$ cat src/design/decode_pkg.sv
// Shared constants and addressing-mode types for the instruction decoder
package decode_pkg;

  localparam logic [7:0] PFX_Y_SWAP = 8'h90;
  localparam logic [7:0] PFX_IND_Y = 8'h91;
  localparam logic [7:0] PFX_IND = 8'h92;
  localparam logic [7:0] PFX_NONE = 8'h00;

  localparam logic [15:0] BOOT_PC = 16'h0000;
  localparam logic [15:0] PC_STEP = 16'h0001;
  localparam logic [7:0] ZERO_BYTE = 8'h00;
  localparam logic [2:0] LEN_STEP = 3'h1;
  localparam logic [2:0] LEN_NONE = 3'h0;
  localparam logic [1:0] BYTES_NONE = 2'h0;
  localparam logic [1:0] BYTES_ONE = 2'h1;
  localparam logic [1:0] BYTES_TWO = 2'h2;

  // Opcode map rows (upper nibble)
  localparam logic [3:0] ROW_BIT_REL = 4'h0;
  localparam logic [3:0] ROW_BIT = 4'h1;
  localparam logic [3:0] ROW_REL = 4'h2;
  localparam logic [3:0] ROW_DIR_RMW = 4'h3;
  localparam logic [3:0] ROW_IDXS_RMW = 4'h6;
  localparam logic [3:0] ROW_IDX0_RMW = 4'h7;
  localparam logic [3:0] ROW_IMM = 4'ha;
  localparam logic [3:0] ROW_DIR_S = 4'hb;
  localparam logic [3:0] ROW_DIR_L = 4'hc;
  localparam logic [3:0] ROW_IDX_L = 4'hd;
  localparam logic [3:0] ROW_IDX_S = 4'he;
  localparam logic [3:0] ROW_IDX0 = 4'hf;
  localparam logic [7:0] OP_REL_CALL = 8'had;
  localparam logic [7:0] OP_MUL = 8'h42;
  localparam logic [7:0] OP_BAD_IMM_ST = 8'ha7;
  localparam logic [7:0] OP_BAD_IMM_JP = 8'hac;
  localparam logic [3:0] COL_HOLE_A = 4'h1;
  localparam logic [3:0] COL_HOLE_B = 4'h2;
  localparam logic [3:0] COL_HOLE_C = 4'h5;
  localparam logic [3:0] COL_HOLE_D = 4'hb;

  typedef enum logic [4:0] {
    AM_INH, AM_IMM, AM_DIR_S, AM_DIR_L, AM_IDX0, AM_IDX_S, AM_IDX_L,
    AM_IND_S, AM_IND_L, AM_IIDX_S, AM_IIDX_L, AM_REL, AM_REL_IND,
    AM_BIT, AM_BIT_IND, AM_BIT_REL, AM_BIT_IND_REL
  } am_t;

  typedef struct packed {
    logic legal;
    am_t mode;
  } op_class_t;

endpackage

$ cat src/design/opcode_mode_rom.sv
// Registered opcode table: base addressing mode and legality per opcode byte
`timescale 1ns/10ps
module opcode_mode_rom (
  input wire logic ref_clk,
  input wire logic rst,
  input wire logic clk_en,
  input wire logic rd_en,
  input wire logic [7:0] opcode,
  output decode_pkg::op_class_t class_out
);
  import decode_pkg::*;

  typedef struct packed {
    op_class_t cls;
  } rom_state_t;

  rom_state_t s_q;
  rom_state_t s_d;

  function automatic op_class_t lookup(input logic [7:0] op);
    op_class_t c;
    logic [3:0] row;
    logic [3:0] col;
    c.legal = 1'b1;
    c.mode = AM_INH;
    row = op[7:4];
    col = op[3:0];
    case (row)
      ROW_BIT_REL: c.mode = AM_BIT_REL;
      ROW_BIT: c.mode = AM_BIT;
      ROW_REL: c.mode = AM_REL;
      ROW_DIR_RMW, ROW_DIR_S: c.mode = AM_DIR_S;
      ROW_IDXS_RMW, ROW_IDX_S: c.mode = AM_IDX_S;
      ROW_IDX0_RMW, ROW_IDX0: c.mode = AM_IDX0;
      ROW_IMM: c.mode = AM_IMM;
      ROW_DIR_L: c.mode = AM_DIR_L;
      ROW_IDX_L: c.mode = AM_IDX_L;
      default: c.mode = AM_INH;
    endcase
    if (op == OP_REL_CALL) begin
      c.mode = AM_REL;
    end
    // Holes in the read-modify-write rows have no instruction behind them
    if (row >= ROW_DIR_RMW && row <= ROW_IDX0_RMW && op != OP_MUL &&
        (col == COL_HOLE_A || col == COL_HOLE_B || col == COL_HOLE_C || col == COL_HOLE_D)) begin
      c.legal = 1'b0; // RULE22
    end
    if (op == OP_BAD_IMM_ST || op == OP_BAD_IMM_JP) begin
      c.legal = 1'b0; // RULE20
    end
    return c;
  endfunction

  always_comb begin
    s_d = s_q;
    if (rd_en) begin
      s_d.cls = lookup(opcode);
    end
  end

  always_ff @(posedge ref_clk) begin
    if (rst) begin
      s_q <= '0;
    end else if (clk_en) begin
      s_q <= s_d;
    end
  end

  assign class_out = s_q.cls;

endmodule

$ cat src/design/insn_decoder.sv
// Instruction fetch, prefix handling, effective-address formation and illegal-opcode detection
// Functional notes
// RULE1 - Immediate: opcode then one operand byte
// RULE2 - Short direct: one address byte, page zero
// RULE3 - Long direct: two address bytes, full space
// RULE4 - Indexed address is unsigned index plus offset
// RULE5 - No-offset indexed: no byte, index is address
// RULE6 - Short indexed: one offset byte, up to 1FE
// RULE7 - Long indexed: two offset bytes, full space
// RULE8 - Indirect: byte after opcode addresses a pointer
// RULE9 - Short indirect: byte pointer, page zero
// RULE10 - Long indirect: byte address, word pointer
// RULE11 - Indirect indexed: pointer plus index, unsigned
// RULE12 - Short indirect indexed: byte pointer, up to 1FE
// RULE13 - Relative: PC plus signed 8-bit offset
// RULE14 - Relative direct: offset follows the opcode
// RULE15 - Relative indirect: offset read from memory
// RULE16 - One to four bytes: prefix, opcode, 0-2
// RULE17 - Prefix 90 swaps X for Y
// RULE18 - Prefix 92 selects the indirect forms
// RULE19 - Prefix 91 selects Y indirect indexed
// RULE20 - Unknown opcode byte requests a reset
// RULE21 - Unauthorised prefix combination never requests reset
// RULE22 - Opcode table covers the whole instruction set
// RULE23 - Relative base is the following instruction
// RULE24 - Illegal opcode: one-cycle reset request, no completion
`timescale 1ns/10ps
module insn_decoder (
  input wire logic ref_clk,
  input wire logic rst,
  input wire logic clk_en,
  input wire logic [7:0] x_index,
  input wire logic [7:0] y_index,
  output logic pm_rd,
  output logic [15:0] pm_addr,
  input wire logic [7:0] pm_data,
  input wire logic pm_ack,
  output logic dm_rd,
  output logic [15:0] dm_addr,
  input wire logic [7:0] dm_data,
  input wire logic dm_ack,
  output logic dec_valid,
  input wire logic dec_ready,
  input wire logic pc_load,
  input wire logic [15:0] pc_new,
  output decode_pkg::am_t dec_mode,
  output logic [7:0] dec_opcode,
  output logic [7:0] dec_prefix,
  output logic dec_use_y,
  output logic [2:0] dec_len,
  output logic [7:0] dec_operand,
  output logic [15:0] dec_ea,
  output logic [15:0] dec_target,
  output logic illegal_rst_req
);
  import decode_pkg::*;

  typedef enum logic [3:0] {
    ST_FETCH, ST_CLASS, ST_BYTE1, ST_BYTE2, ST_PTR_HI, ST_PTR_LO, ST_CALC, ST_OUT, ST_ILLEGAL
  } fsm_t;

  typedef struct packed {
    fsm_t st;
    logic [15:0] pc;
    logic [7:0] pfx;
    logic [7:0] op;
    am_t mode;
    logic use_y;
    logic [1:0] left;
    logic [7:0] b1;
    logic [7:0] b2;
    logic [15:0] ptr;
    logic [2:0] len;
    logic [15:0] ea;
    logic [15:0] target;
    logic [7:0] operand;
    logic pm_rd;
    logic [15:0] pm_addr;
    logic dm_rd;
    logic [15:0] dm_addr;
    logic valid;
    logic ill;
  } dec_state_t;

  dec_state_t s_q;
  dec_state_t s_d;
  op_class_t cls;
  logic rom_rd;

  // Only a first prefix is peeled off; a second one is looked up as an opcode
  assign rom_rd = (s_q.st == ST_FETCH) && pm_ack && !(is_prefix(pm_data) && s_q.pfx == PFX_NONE);

  opcode_mode_rom u_rom (
    .ref_clk(ref_clk),
    .rst(rst),
    .clk_en(clk_en),
    .rd_en(rom_rd),
    .opcode(pm_data),
    .class_out(cls)
  );

  function automatic logic is_prefix(input logic [7:0] b);
    return b == PFX_Y_SWAP || b == PFX_IND_Y || b == PFX_IND;
  endfunction

  // Unmatched prefix/mode pairs fall through unchanged rather than faulting
  function automatic am_t apply_prefix(input logic [7:0] pfx, input am_t am);
    am_t m;
    m = am;
    if (pfx == PFX_IND) begin
      case (am)
        AM_DIR_S: m = AM_IND_S; // RULE18
        AM_DIR_L: m = AM_IND_L; // RULE18
        AM_BIT: m = AM_BIT_IND; // RULE18
        AM_BIT_REL: m = AM_BIT_IND_REL; // RULE18
        AM_REL: m = AM_REL_IND; // RULE18
        AM_IDX_S: m = AM_IIDX_S; // RULE18
        AM_IDX_L: m = AM_IIDX_L; // RULE18
        default: m = am; // RULE21
      endcase
    end else if (pfx == PFX_IND_Y) begin
      case (am)
        AM_IDX_S: m = AM_IIDX_S; // RULE19
        AM_IDX_L: m = AM_IIDX_L; // RULE19
        default: m = am; // RULE21
      endcase
    end
    return m;
  endfunction

  function automatic logic y_select(input logic [7:0] pfx, input am_t am);
    logic y;
    y = 1'b0;
    if (pfx == PFX_Y_SWAP) begin
      y = am inside {AM_INH, AM_IMM, AM_DIR_S, AM_DIR_L, AM_IDX0, AM_IDX_S, AM_IDX_L}; // RULE17
    end else if (pfx == PFX_IND_Y) begin
      y = am inside {AM_IDX_S, AM_IDX_L}; // RULE19
    end
    return y;
  endfunction

  // Bytes that follow the opcode in each final mode
  function automatic logic [1:0] extra_bytes(input am_t am);
    case (am)
      AM_INH, AM_IDX0: return BYTES_NONE; // RULE5
      AM_DIR_L, AM_IDX_L, AM_BIT_REL, AM_BIT_IND_REL: return BYTES_TWO; // RULE3 RULE7 RULE16
      default: return BYTES_ONE; // RULE1 RULE2 RULE6 RULE10 RULE14
    endcase
  endfunction

  function automatic logic needs_ptr(input am_t am);
    return am inside {AM_IND_S, AM_IND_L, AM_IIDX_S, AM_IIDX_L, AM_REL_IND, AM_BIT_IND, AM_BIT_IND_REL};
  endfunction

  function automatic logic word_ptr(input am_t am);
    return am inside {AM_IND_L, AM_IIDX_L};
  endfunction

  function automatic logic [15:0] rel_target(input logic [15:0] pc, input logic [7:0] ofs);
    return pc + {{8{ofs[7]}}, ofs}; // RULE13
  endfunction

  always_comb begin
    logic [15:0] idx;
    logic [15:0] page0;
    am_t fm;
    s_d = s_q;
    idx = {ZERO_BYTE, s_q.use_y ? y_index : x_index};
    page0 = {ZERO_BYTE, s_q.b1};
    fm = apply_prefix(s_q.pfx, cls.mode);
    s_d.ill = 1'b0;
    case (s_q.st)
      ST_FETCH: begin
        s_d.pm_rd = 1'b1;
        s_d.pm_addr = s_q.pc;
        if (pm_ack) begin
          s_d.pc = s_q.pc + PC_STEP;
          s_d.pm_addr = s_q.pc + PC_STEP;
          s_d.len = s_q.len + LEN_STEP;
          // A second prefix is taken as an opcode byte, never as a fault
          if (is_prefix(pm_data) && s_q.pfx == PFX_NONE) begin
            s_d.pfx = pm_data; // RULE16
          end else begin
            s_d.op = pm_data;
            s_d.pm_rd = 1'b0;
            s_d.st = ST_CLASS;
          end
        end
      end
      ST_CLASS: begin
        if (!cls.legal) begin
          s_d.ill = 1'b1; // RULE20 RULE24
          s_d.st = ST_ILLEGAL;
        end else begin
          s_d.mode = fm;
          s_d.use_y = y_select(s_q.pfx, cls.mode);
          s_d.left = extra_bytes(fm);
          if (extra_bytes(fm) == BYTES_NONE) begin
            s_d.st = ST_CALC;
          end else begin
            s_d.pm_rd = 1'b1;
            s_d.pm_addr = s_q.pc;
            s_d.st = ST_BYTE1;
          end
        end
      end
      ST_BYTE1, ST_BYTE2: begin
        if (pm_ack) begin
          s_d.pc = s_q.pc + PC_STEP;
          s_d.pm_addr = s_q.pc + PC_STEP;
          s_d.len = s_q.len + LEN_STEP;
          s_d.left = s_q.left - BYTES_ONE;
          if (s_q.st == ST_BYTE1) begin
            s_d.b1 = pm_data;
          end else begin
            s_d.b2 = pm_data;
          end
          if (s_q.left == BYTES_TWO) begin
            s_d.st = ST_BYTE2;
          end else begin
            s_d.pm_rd = 1'b0;
            if (needs_ptr(s_q.mode)) begin
              s_d.dm_rd = 1'b1;
              s_d.dm_addr = (s_q.st == ST_BYTE1) ? {ZERO_BYTE, pm_data} : page0; // RULE8
              s_d.st = word_ptr(s_q.mode) ? ST_PTR_HI : ST_PTR_LO;
            end else begin
              s_d.st = ST_CALC;
            end
          end
        end
      end
      ST_PTR_HI: begin
        if (dm_ack) begin
          s_d.ptr = {dm_data, ZERO_BYTE}; // RULE10
          s_d.dm_addr = s_q.dm_addr + PC_STEP;
          s_d.st = ST_PTR_LO;
        end
      end
      ST_PTR_LO: begin
        if (dm_ack) begin
          s_d.ptr = {s_q.ptr[15:8], dm_data}; // RULE9 RULE15
          s_d.dm_rd = 1'b0;
          s_d.st = ST_CALC;
        end
      end
      ST_CALC: begin
        s_d.ea = '0;
        s_d.target = '0;
        s_d.operand = ZERO_BYTE;
        case (s_q.mode)
          AM_IMM: s_d.operand = s_q.b1; // RULE1
          AM_DIR_S, AM_BIT: s_d.ea = page0; // RULE2
          AM_DIR_L: s_d.ea = {s_q.b1, s_q.b2}; // RULE3
          AM_IDX0: s_d.ea = idx; // RULE5
          AM_IDX_S: s_d.ea = idx + page0; // RULE4 RULE6
          AM_IDX_L: s_d.ea = idx + {s_q.b1, s_q.b2}; // RULE4 RULE7
          AM_IND_S, AM_IND_L, AM_BIT_IND: s_d.ea = s_q.ptr; // RULE8 RULE9 RULE10
          AM_IIDX_S, AM_IIDX_L: s_d.ea = idx + s_q.ptr; // RULE11 RULE12
          // PC already points past the whole instruction here
          AM_REL: s_d.target = rel_target(s_q.pc, s_q.b1); // RULE14 RULE23
          AM_REL_IND: s_d.target = rel_target(s_q.pc, s_q.ptr[7:0]); // RULE15 RULE23
          AM_BIT_REL: begin
            s_d.ea = page0;
            s_d.target = rel_target(s_q.pc, s_q.b2); // RULE23
          end
          AM_BIT_IND_REL: begin
            s_d.ea = s_q.ptr;
            s_d.target = rel_target(s_q.pc, s_q.b2); // RULE23
          end
          default: s_d.ea = '0;
        endcase
        s_d.valid = 1'b1;
        s_d.st = ST_OUT;
      end
      ST_OUT: begin
        if (dec_ready) begin
          s_d.valid = 1'b0;
          s_d.pfx = PFX_NONE;
          s_d.len = LEN_NONE;
          s_d.ptr = '0;
          if (pc_load) begin
            s_d.pc = pc_new;
          end
          s_d.st = ST_FETCH;
        end
      end
      ST_ILLEGAL: begin
        // Wait here for the reset controller; nothing is handed to execution
        s_d.st = ST_ILLEGAL; // RULE24
      end
      default: s_d.st = ST_FETCH;
    endcase
  end

  always_ff @(posedge ref_clk) begin
    if (rst) begin
      s_q <= '0;
      s_q.st <= ST_FETCH;
      s_q.pc <= BOOT_PC;
      s_q.pfx <= PFX_NONE;
      s_q.mode <= AM_INH;
    end else if (clk_en) begin
      s_q <= s_d;
    end
  end

  assign pm_rd = s_q.pm_rd;
  assign pm_addr = s_q.pm_addr;
  assign dm_rd = s_q.dm_rd;
  assign dm_addr = s_q.dm_addr;
  assign dec_valid = s_q.valid;
  assign dec_mode = s_q.mode;
  assign dec_opcode = s_q.op;
  assign dec_prefix = s_q.pfx;
  assign dec_use_y = s_q.use_y;
  assign dec_len = s_q.len;
  assign dec_operand = s_q.operand;
  assign dec_ea = s_q.ea;
  assign dec_target = s_q.target;
  assign illegal_rst_req = s_q.ill;

endmodule

$ cat config.mk
export PLATFORM = sky130hd
export DESIGN_NAME = insn_decoder
export DESIGN_NICKNAME = d
export VERILOG_FILES = /design/src/design/decode_pkg.sv /design/src/design/opcode_mode_rom.sv /design/src/design/insn_decoder.sv
export SDC_FILE = /design/constraint.sdc
export NUM_CORES = 1
export LEC_CHECK = 0
export ABC_AREA = 1
export ABC_CLOCK_PERIOD_IN_PS = 9310
export BUFFER_PORTS_ARGS = -buffer_cell sky130_fd_sc_hd__buf_2
export CAP_MARGIN = 15
export CORE_ASPECT_RATIO = 1.25
export CORE_MARGIN = 4
export CORE_UTILIZATION = 35
export CTS_BUF_LIST = sky130_fd_sc_hd__clkbuf_8
export CTS_CLUSTER_SIZE = 30
export DETAILED_ROUTE_END_ITERATION = 10
export GPL_TIMING_DRIVEN = 1
export PLACE_DENSITY = 0.53
export SYNTH_ARGS = -nofsm -noshare
export SYNTH_HDL_FRONTEND = slang
export SYNTH_SLANG_ARGS = --single-unit
$ cat constraint.sdc
create_clock -name ref_clk -period 9.31 [get_ports ref_clk]
set_input_delay 0.931 -clock ref_clk [delete_from_list [all_inputs] [get_ports ref_clk]]
set_output_delay 0.931 -clock ref_clk [all_outputs]
set_load 0.005 [all_outputs]
==> results by stage, run 1 <==
Run status:
- The run finished with clean final reports.

Min path:
- The worst min-delay path class is reg -> reg.

Pwr:
- The areal power density over the cells is 134.9 nW/µm².
- Summed over all cells, the static leakage comes to 5.363 nW.
- Net switching is 29.25% of the power.
- The final total power is 0.001622 W.
- Of the total power, the clock network draws 39.1%.
- The internal power is 0.001148 W.
- IR analysis of the VDD net gives a maximum drop of 0.07559 mV.
- Combinational cells account for 15.2% of the total power.
- Summed over all nets, the switching power comes to 0.0004745 W.
- The share of total power in sequential cells is 45.6%.

Critical path:
- The required arrival time at the worst endpoint is 9.64 ns.
- STA classifies the critical path startpoint as a flip-flop.
- In this design, the stage delay of the slowest critical-path cell is 0.52 ns.
- The cell type of the slowest stage on the worst timing path is dfxtp_1.
- The worst setup path is captured at a flip-flop.
- The critical path data arrival time is 3.92 ns.
- The signal on the critical path passes through nand2_1 -> inv_1 -> nand3_1 -> nand2_1 -> inv_1 -> nand2_2 -> o21ai_0 -> inv_1 -> ha_1 -> inv_1 -> fa_1 -> o21ai_0 -> nand2_1 -> nand2_1 -> nand3_1 -> nand2_1 -> nand2_1 -> nand2_1 -> a21oi_1 -> o21ai_0 -> a21oi_1.
- By instance count, the cell type seen most on the critical path is nand2_1.
- The critical path in this run is classified as reg -> reg.
- Along the worst path, the maximum fanout reaches 15.

STA:
- The worst path needs 3.588 ns of the cycle, external delays included.
- The count of final max-slew check failures came to 0.
- Setup repair after global routing left no endpoint under its margin.
- The worst path uses 38.54% of the clock period.
- The worst setup skew after layout is 0.01611 ns.
- The final hold violation count is 0.
- Measured against its own limit, the worst slew margin works out to 27.35%.
- For this run, the top clock speed supported by timing is 278.7 MHz.
- Setup violations remaining at the end of the flow were counted as 0.
- The worst-margin pin slew is 1.081 ns.
- Setup slack on the critical path of the routed design comes to 5.722 ns.
- Setup total negative slack on the finished layout was measured at 0 ns.

Global routing:
- Entering global routing, the biggest net connects 78 pins.
- The sum of overflow across all layers after global routing is 0.
- The via count of the first global-routing pass is 11,000.
- The initial antenna violation count is 0.
- The global routing usage summed across all routing layers is 21.41%.
- The first global-routing pass estimated 60,690 µm of wire.

Clocking:
- The number of buffers created by CTS is 17.
- The clock-pin slew of the registers on the worst-case setup and hold paths is 0.09 ns.
- Once the clock tree was built, the resizer swapped 0 gates to a different size.
- The clock insertion delay at the later pin of the skew report is 0.49 ns.
- After clock tree synthesis, the setup repair step added 0 buffers.
- The number of buffers added to fix hold violations after cts is 0.
- The root cell of the clock tree is clkbuf_8.
- The H-tree was split into 4 levels.
- The CTS sink count is 160.
- No sink is reached through more buffers than the 2 on the longest clock path.
- TritonCTS built the clock tree.

Placed design:
- The half-perimeter wire length after detailed placement is 29,420 µm.
- Buffers placed on the I/O ports in this run total 155.
- The placed instances occupy a cell area of 11,540 µm².
- Once placement completed, the tool counted placed cells totaling 2,127.
- The worst-case setup slack after placement is 5.755 ns.
- The final weighted congestion of routability-driven global placement is 0.9253.

Floorplanning:
- The initial utilization of the core area, before any placement, comes to 35.83%.
- The die area is 34,940 µm².
- The number of top-level pins is 156.
- In this run the vertical extent of the chip is 208.0 µm.
- The core footprint is 31,260 µm².
- The number of placement rows is 72.
- The die is 168.0 µm wide.

Layout:
- The area of all sequential standard cells is 3203 µm².
- The number of standard cells in the final layout excluding fillers is 2,159.
- 0 antenna diodes ended up in the layout.
- The ratio of cells with drive above 1 in the final layout is 14.21%.
- The total non-filler cell area in the finished layout is 12,020 µm².
- The synthesis-to-layout area growth is 7.362%.
- The final layout contains 1,834 nets.
- Counting the fill cells in the layout gives 3,397.
- The multi-input combinational cell area is 6228 µm².

Yosys:
- The sequential cell area fraction in the yosys report is 28.60%.
- The netlist uses 60 different library cells.
- The post-synthesis area per instance is 6.534 µm².
- The number of instances in the synthesized netlist is 1,714.
- Counting flops and latches in the post-synthesis netlist gives 160.
- The cell area that synthesis handed to floorplanning was 11,200 µm².
- Synthesis produced a netlist with a net count of 1,809.
- The Yosys warning count is 0.

Route:
- The routed via count is 11,380.
- In the routed design, unresolved DRC markers number 0.
- The average wire per standard cell is 17.72 µm.
- The routed design has 38,270 µm of wire.
- The number of detailed-route iterations in the first pass is 5.
- Once detail routing completed, the nets flagged for antenna violations numbered 0.
- Using the TritonRoute via totals, the vias-per-cell ratio works out to 5.269.
- The detailed router's first-iteration violation count is 820.

Flow run:
- The max-cap check violation count is 0.
[routing by layer]
layer	GRT usage (%)	routed length (µm)	vias up
met5	0	0	-
met4	6.747	1074	0
met3	3.323	1673	55
met2	38.20	19070	321
met1	26.31	16450	5276
li1	-	-	5724
[metrics by stage]
step                      util [%]  hold WS (ns)
after global placement       36.92        0.4422
after CTS                    38.46        0.4626
after detailed placement     36.92        0.4495
after floorplan                  -        0.4324
after global routing         38.46        0.4810
final                        38.46        0.4559
[critical path: cells and delay by family (launching register included)]
family	cells	cell delay [ns]
AND/OR/NAND/NOR	10	1.28
flip-flops	1	0.52
adder cells (fa/ha/maj)	2	0.54
AO/OA/AOI/OAI	5	0.77
buffers and inverters	4	0.32
[power groups by stage]
stage	Combinational, W	Clock [W]	Sequential, W
after floorplan	0.000185	0	0.000745
after global placement	0.000244	0	0.000756
after detailed placement	0.000244	0	0.000756
after CTS	0.000247	0.000646	0.000740
after global routing	0.000279	0.000674	0.000745
final	0.000247	0.000635	0.000740
[Yosys cell counts (all sizes together)]
library cell / number / area [µm²]
nor3: 29 / 172.7
clkbuf: 37 / 140.1
a32oi: 2 / 17.52
o21a: 5 / 37.54
o22ai: 7 / 43.79
buf: 119 / 855.8
o221a: 1 / 11.26
nor4: 6 / 37.54
xnor2: 3 / 26.28
nand3b: 1 / 7.510
nand3: 119 / 613.1
a41oi: 4 / 35.03
a21o: 5 / 37.54
a221oi: 1 / 8.760
or2: 15 / 96.35
and3: 1 / 6.260
nor3b: 2 / 20.02
o211ai: 24 / 180.2
inv: 203 / 764.5
ha: 37 / 462.9
o221ai: 1 / 8.760
nand2b: 1 / 6.260
fa: 3 / 60.06
mux2i: 1 / 10.01
a211oi: 13 / 112.6
nor2: 121 / 511.7
nand2: 362 / 1389
xor2: 8 / 70.07
a311oi: 1 / 8.760
a21oi: 189 / 945.9
a22oi: 11 / 82.58
o2111ai: 5 / 43.79
dfxtp: 160 / 3203
o21ai: 154 / 778.3
a31oi: 17 / 106.4
o31ai: 2 / 15.01
nand4: 40 / 250.2
o21bai: 2 / 15.01
clkinv: 2 / 7.510
[area by class of cell]
cell class                 instances  area share (%)
sequential                       160           26.64
timing repair buffer             162           6.889
clock buffer                      22           2.518
multi-input combinational       1193           51.80
tap                              407           4.235
clock inverter                    10           1.498
inverter                         205           6.420
[cells by family after synthesis]
logic type                 count (synthesis)  share of synthesized area, %
and+or+nand+nor                          697                         27.77
AOI/OAI and AO/OA                        444                         22.22
buffers and inverters                    361                         15.79
DFF                                      160                         28.60
adders and majority gates                 40                         4.670
xor gates and xnor gates                  11                        0.8603
muxes                                      1                       0.08938
[cells in the final DEF (no fill, tap or decap), types with 4 or more instances in the layout]
cell type  count
nor2_2         5
o211ai_1      24
nand2_1      354
o21ai_1        6
o2111ai_1      5
a31oi_1       17
a22oi_1       11
xor2_1         8
a21oi_1      189
nand3_1      117
nor4_1         6
nor2_4         6
a41oi_1        4
nand2_2        6
ha_1          37
buf_4          7
o22ai_1        7
inv_2         13
buf_2        155
dfxtp_1      160
nor2_1       110
bufinv_16      5
o21ai_0      146
nand4_1       40
nor3_1        26
a211oi_1      10
clkbuf_8      22
inv_1        191
or2_2         11
o21a_1         5
a21o_1         5
[registers in the layout (all words and copies together) (netlist names)]
signal / flops
dec_valid: 1
pm_addr: 16
u_rom.class_out: 5
dec_operand: 8
dec_use_y: 1
dec_target: 16
pm_rd: 1
s_q: 54
illegal_rst_req: 1
dec_prefix: 8
dec_len: 3
dm_addr: 16
dm_rd: 1
dec_ea: 16
dec_opcode: 8
dec_mode: 5
[path summary, 6_finish.rpt]
kind                 startpoint        endpoint  slack [ns]  depth (start not counted)
setup / recovery    dec_mode[2]  dec_target[10]        5.72                         21
hold / removal    dec_prefix[6]   dec_prefix[6]        0.46                          2
setup reg to reg    dec_mode[2]  dec_target[10]        5.72                         21
hold reg to reg   dec_prefix[6]   dec_prefix[6]        0.46                          2
Power figures use the tool's default switching activity.
==> inputs of run 2 (changes only) <==
--- a/config.mk
+++ b/config.mk
@@ -6,7 +6,7 @@
 export NUM_CORES = 1
 export LEC_CHECK = 0
 export ABC_AREA = 1
-export ABC_CLOCK_PERIOD_IN_PS = 9310
+export ABC_CLOCK_PERIOD_IN_PS = 3090
 export BUFFER_PORTS_ARGS = -buffer_cell sky130_fd_sc_hd__buf_2
 export CAP_MARGIN = 15
 export CORE_ASPECT_RATIO = 1.25
@@ -16,7 +16,7 @@
 export CTS_CLUSTER_SIZE = 30
 export DETAILED_ROUTE_END_ITERATION = 10
 export GPL_TIMING_DRIVEN = 1
-export PLACE_DENSITY = 0.53
+export PLACE_DENSITY = 0.55
 export SYNTH_ARGS = -nofsm -noshare
 export SYNTH_HDL_FRONTEND = slang
 export SYNTH_SLANG_ARGS = --single-unit
==> constraint.sdc (replaced) <==
create_clock -name ref_clk -period 3.09 [get_ports ref_clk]
set_input_delay 0.309 -clock ref_clk [delete_from_list [all_inputs] [get_ports ref_clk]]
set_output_delay 0.309 -clock ref_clk [all_outputs]
set_load 0.005 [all_outputs]
==> results by stage, run 2 (synthesis results as in run 1) <==
Critical path:
- The critical path data arrival time is 3.15 ns.
- The sort of element at the end of the critical path is a flip-flop.
- The required arrival time at the worst endpoint is 3.41 ns.
- The end of the worst register-to-register path is dec_target[5].
- The maximum fanout along the worst path is 11.
- The setup check on the worst reg-to-reg path leaves a slack of 0.26 ns.
- For the worst flop-to-flop path, the logic depth is 16.
- The category of the critical setup timing path is reg -> reg.
- In this run the critical register-to-register path is launched from dec_mode[2].
- The worst setup path is launched from a flip-flop.

Placed design:
- The count of buffers added on input and output ports is 155.
- The final weighted congestion of routability-driven global placement is 0.9526.
- The number of placed instances with taps included is 2,160.
- The half-perimeter wire length after detailed placement is 29,030 µm.

Min path:
- The worst min-delay path startpoint is pc_new[8].
- The hold path depth is 3.
- The worst min-delay path class is in -> reg.
- The worst-case hold path end point is s_q[143].

STA:
- The setup TNS is 0 ns.
- Between clock sinks in the finished design, the worst skew comes to 0.01932 ns.
- The count of final max-slew check failures was 0.
- Setup repair after global routing left no endpoint under its margin.
- The maximum frequency from static timing analysis is 353.8 MHz.
- The setup-violating endpoint count in the final report is 0.
- In the finished design, the share of the clock period the worst path needs comes to 91.46%.
- For the pin with the worst max-slew slack, the measured transition is 0.9195 ns.
- Subtracting the final worst setup slack from the clock period gives 2.826 ns.
- The final hold violation count is 0.
- The max-slew headroom at the worst pin is 38.50%.

Pwr:
- The worst vdd rail ir drop is 0.1931 mV.
- The leakage component of the power is 5.458 nW.
- For this design the ratio of total power to cell area is 363.3 nW/µm².

Layout:
- The flip-flop count of the largest register after layout is 54.
- The area growth from synthesis to layout is 9.273%.
- The diode insertion count for antenna repair is 0.
- Once layout is complete, the utilization of the core stands at 39.15%.
- Of the cells placed in the final design, the portion with a size suffix greater than 1 is 17.13%.
- The final-stage net count is 1,868.
- The commonest non-fill, non-tap cell in the layout is nand2_1.
- Ranked by flip-flop count, first place goes to s_q.
- Fill cells in the final layout number 3,413.
- The top cell types in the final layout, fill and taps aside, are nand2_1 (349), inv_1 (188), a21oi_1 (185), dfxtp_1 (156), buf_2 (155).
- Leaving out filler cells and counting taps, the final layout contains 2,193.

Floorplanning:
- The number of placement rows is 72.
- Measured along the x axis, the die boundary spans 168.0 µm.
- The floorplan step set the die height to 208.0 µm.
- The number of top-level pins is 156.
- For this configuration, the core starts out at a cell density of 35.83%.
- After floorplanning, the core was sized to cover 31,260 µm².
- The die area is 34,940 µm².

Route:
- The average wire per standard cell is 17.15 µm.
- The routed via count is 11,570.
- Summed over all layers, the routed wires come to 37,610 µm.
- The detailed router's first-iteration violation count is 790.
- The number of detailed-route iterations in the first pass is 6.
- For this run, design rule violations remaining after detail routing come to 0.
- The average via count per standard cell is 5.275.
- The post-route antenna net violation count is 0.

Flow run:
- Across the run, the number of max-cap violations was 0.

Global routing:
- The initial antenna violation count is 0.
- The global routing usage summed across all routing layers is 21.12%.
- The first global-routing pass estimated 59,840 µm of wire.
- The via count of the first global-routing pass is 11,070.
- Entering global routing, the biggest net connects 78 pins.
- The sum of overflow across all layers after global routing is 0.

Clocking:
- For this design, the sink count on the clock tree is 160.
- TritonCTS built the clock tree.
- The root cell of the clock tree is clkbuf_8.
- The clock-pin slew of the registers on the worst-case setup and hold paths is 0.10 ns.
- Buffers inserted during clock tree synthesis total 17.
- The number of buffers between clock root and the deepest sink is 2.
- In this run the number of H-tree levels came out at 4.
- The number of buffers added to fix hold violations after cts is 0.
- At the later pin of the worst-skew pair, clock insertion delay measures 0.49 ns.

Run status:
- The run finished with clean final reports.
run 2: routing by layer:
metal / wire length, µm / global-route usage [%] / vias to the layer above
li1: - / - / 5798
met1: 16530 / 27.26 / 5357
met2: 17730 / 35.33 / 347
met3: 2019 / 3.285 / 67
met4: 1331 / 8.259 / 0
met5: 0 / 0 / -
run 2: worst max-delay path by stage:
stage	start	to	slack (ns)
after floorplan	dec_mode[2]	dec_target[10]	0.05
after global placement	dec_mode[2]	dec_target[15]	0.20
after detailed placement	dec_mode[0]	dec_ea[12]	0.14
after CTS	dec_mode[2]	dec_target[11]	0.10
after global routing	dec_mode[1]	dec_ea[13]	0.01
final	dec_mode[2]	dec_target[5]	0.26
run 2: worst max-delay path, cell delays in order, from the launching register on:
cell	delay, ns
dfxtp_2	0.36
nor2_1	0.16
nand3_1	0.15
nand2_1	0.09
inv_1	0.07
nand2_4	0.11
buf_4	0.14
nand3_1	0.07
o21ai_0	0.07
inv_1	0.06
ha_1	0.33
a21oi_1	0.20
a21oi_1	0.11
o21ai_0	0.17
nand2_1	0.11
o21ai_0	0.35
a21oi_1	0.11
run 2: where the power goes:
group	switching, W	internal, W	total (W)
clock	0.000889	0.000561	0.00145
sequential	0.0000900	0.00214	0.00223
combinational	0.000503	0.000259	0.000762
run 2: cell type report:
class / instances / area [µm²] / share of cell area, %
multi-input combinational: 1193 / 6302 / 51.50
sequential: 160 / 3208 / 26.21
timing repair buffer: 196 / 1100 / 8.987
inverter: 205 / 772.0 / 6.308
tap: 407 / 509.2 / 4.161
clock buffer: 17 / 234.0 / 1.912
clock inverter: 15 / 112.6 / 0.9202
run 2: through the flow:
step | hold WS, ns | setup slack [ns] | instance area, µm² | total power [W]
2_1_floorplan | 0.4324 | 0.04724 | 11200 | 0.002803
3_3_place_gp | 0.4415 | 0.1983 | 11800 | 0.003026
3_5_place_dp | 0.4440 | 0.1432 | 11800 | 0.003026
4_1_cts | 0.06683 | 0.1043 | 12150 | 0.004484
5_1_grt | 0.1068 | 0.009686 | 12240 | 0.004679
6_report | 0.1020 | 0.2638 | 12240 | 0.004446
run 2: repair_timing:
action | CTS | global route
buffers inserted | 0 | 1
endpoints found under the setup margin | 0 | 17
gates resized for setup | 0 | 30
==> inputs of run 3 (changes only) <==
--- a/config.mk
+++ b/config.mk
@@ -17,6 +17,7 @@
 export DETAILED_ROUTE_END_ITERATION = 10
 export GPL_TIMING_DRIVEN = 1
 export PLACE_DENSITY = 0.55
+export REMOVE_ABC_BUFFERS = 1
 export SYNTH_ARGS = -nofsm -noshare
 export SYNTH_HDL_FRONTEND = slang
 export SYNTH_SLANG_ARGS = --single-unit
==> results by stage, run 3 (synthesis results as in run 1) <==
Run status:
- The flow ran to the end, and the final reports show no timing, DRC or antenna violations.

Floorplanning:
- The number of placement rows is 72.
- In this run the vertical extent of the chip is 208.0 µm.
- The starting density of the core is 35.83%.
- The die covers 34,940 µm².
- The region available for standard cell placement spans 31,260 µm².
- Measured along the x axis, the die boundary spans 168.0 µm.
- The number of top-level pins is 156.

Clocking:
- The number of gates resized after CTS was 0.
- The tree built by TritonCTS fans out to 160 sinks.
- The clock tree from TritonCTS is yes.
- The clock insertion delay at the later pin of the skew report is 0.49 ns.
- Counting the buffers created by CTS gives 17.
- The clock-pin slew of the registers on the worst-case setup and hold paths is 0.10 ns.
- Post-CTS timing repair inserted 0 buffers for setup.
- The number of buffers added to fix hold violations after cts is 0.
- The maximum level of the CTS H-tree is 4.
- The cell sitting at the root of the clock tree is a clkbuf_8.
- The number of buffers between clock root and the deepest sink is 2.

STA:
- The maximum frequency from static timing analysis is 352.7 MHz.
- Setup total negative slack on the finished layout was measured at 0 ns.
- The setup-violating endpoint count in the final report is 0.
- The final hold violation count is 0.
- The clock period could shrink to 2.836 ns.
- The max-slew headroom at the worst pin is 38.57%.
- Once routing completed, OpenROAD measured the worst setup slack at 0.2543 ns.
- Across the routed clock network, the largest skew measured is 0.01924 ns.
- Setup repair after global routing left no endpoint under its margin.
- At the pin with the least slew margin, the transition time is 0.9215 ns.
- The count of final max-slew check failures is 0.
- The worst path uses 91.77% of the clock period.

Placed design:
- Detailed placement finished with a half-perimeter wire length of 29,990 µm.
- At the end of routability-driven placement, the weighted congestion stood at 0.9292.
- The number of buffer cells added on primary ports is 155.
- The post-place instance area is 11,800 µm².
- The worst-case setup slack after placement is 0.05266 ns.

Route:
- The routed via count is 11,540.
- After detailed routing, the total wire length is 38,610 µm.
- The number of detailed-route iterations in the first pass is 5.
- Once detail routing completed, the nets flagged for antenna violations numbered 0.
- The post-route DRC violation count is 0.
- The average via count per standard cell is 5.262.
- The average wire per standard cell is 17.60 µm.
- The detailed router finished its first iteration with 850 violations.

Layout:
- The filler cells instantiated in the layout total 3,431.
- The area of all sequential standard cells is 3214 µm².
- The library cell used most frequently in the layout, excluding fill and tap cells, is nand2_1.
- The register with the most flip-flops in the layout has 54 of them.
- Cells fill 39.33% of the core in the end.
- In the layout the commonest cells are nand2_1 (352), inv_1 (187), a21oi_1 (187), dfxtp_1 (155), buf_2 (155).
- The final-stage net count is 1,869.
- The multi-input combinational cells in the finished layout cover a total of 6285 µm².
- The synthesis-to-layout area growth is 9.764%.
- s_q holds more flip-flops than any other register.
- The total non-filler cell area in the finished layout is 12,290 µm².
- The ratio of cells with drive above 1 in the final layout is 17.07%.
- The diode insertion count for antenna repair is 0.

Critical path:
- The critical path data arrival time is 3.16 ns.
- The number of buffers and inverters on the critical path is 3.
- The largest single stage delay on the critical path is 0.39 ns.
- The slowest stage of the critical path is the ha_1 cell.
- In this run the worst path has a maximum fanout of 15.
- Grouping stages by cell kind, the critical path spends the most delay in simple AND/OR/NAND/NOR gates.
- Walking the worst path, the cells encountered are nor2_1 -> nand3_1 -> nand2_1 -> inv_1 -> nand2_4 -> o211ai_1 -> o21ai_0 -> inv_1 -> ha_1 -> nand2_1 -> inv_1 -> nand4_1 -> nand2_1 -> a21oi_2 -> or2_2 -> nand3_1 -> a21oi_1.
- The required arrival time at the worst endpoint is 3.41 ns.
- The type of origin of the critical path is a flip-flop.
- The critical path is of the reg -> reg type.
- The sort of element at the end of the critical path is a flip-flop.

Global routing:
- Entering global routing, the biggest net connects 78 pins.
- The via count of the first global-routing pass was 11,170.
- The total overflow left after global routing is 0.
- The initial antenna violation count was 0.
- The global routing usage summed across all routing layers is 21.54%.
- The first global-routing pass estimated 60,790 µm of wire.

Pwr:
- The final total power is 0.004699 W.
- In this run the static leakage power is 5.499 nW.
- Power spread over the standard cell area amounts to 382.2 nW/µm².
- The worst vdd rail ir drop is 0.2064 mV.

Flow run:
- Across the run, the number of max-cap violations was 0.

Min path:
- The worst min-delay path class is in -> reg.
==> run 3: changes by cell type in the layout (fill, tap and decap cells not counted), moves of 3 or more <==
cell        before  now
nand2_1        349  352
nand2_2         10    6
clkinvlp_4       5    2
buf_4           39   42
bufinv_16        0    3
==> run 3: final timing paths <==
path,endpoint,cells after the start,slack (ns),startpoint
max reg2reg,dec_target[9],17,0.25,dec_mode[2]
min reg2reg,dec_prefix[3],2,0.46,dec_prefix[3]
max,dec_target[9],17,0.25,dec_mode[2]
min,s_q[142],3,0.1,pc_new[7]
==> run 3: worst register-to-register path, stage by stage (launching register included) <==
cell      delay (ns)
dfxtp_2         0.35
nor2_1          0.16
nand3_1         0.18
nand2_1         0.09
inv_1           0.08
nand2_4         0.13
o211ai_1        0.10
o21ai_0         0.12
inv_1           0.09
ha_1            0.39
nand2_1         0.13
inv_1           0.08
nand4_1         0.09
nand2_1         0.17
a21oi_2         0.10
or2_2           0.28
nand3_1         0.07
a21oi_1         0.06
==> run 3: layout make-up <==
type | count | share of cell area [%]
inverter | 205 | 6.280
clock buffer | 19 | 2.127
timing repair buffer | 197 | 8.875
clock inverter | 13 | 1.303
multi-input combinational | 1193 | 51.12
tap | 407 | 4.143
sequential | 160 | 26.15
==> run 3: metrics by stage <==
step	std cells	hold WS, ns
floorplan	1558	0.3781
global placement	2162	0.4394
detailed placement	2162	0.4442
CTS	2194	0.06030
global route	2194	0.07744
finish	2194	0.09852
==> run 3: where the power goes <==
part | total (W) | internal, W | switching, W | leakage [nW]
combinational | 0.000770 | 0.000260 | 0.000510 | 3.99
clock | 0.00170 | 0.000843 | 0.000854 | 0.212
sequential | 0.00223 | 0.00214 | 0.0000895 | 1.30
total | 0.00470 | 0.00325 | 0.00145 | 5.50
==> run 3: metal layers <==
layer  global-route usage (%)  part of all wire, %  up-vias
li1                         -                    -     5804
met1                    25.48                   42     5365
met2                    39.30                   51      315
met3                    3.531                  4.4       60
met4                    7.139                  3.0        0
met5                        0                    0        -
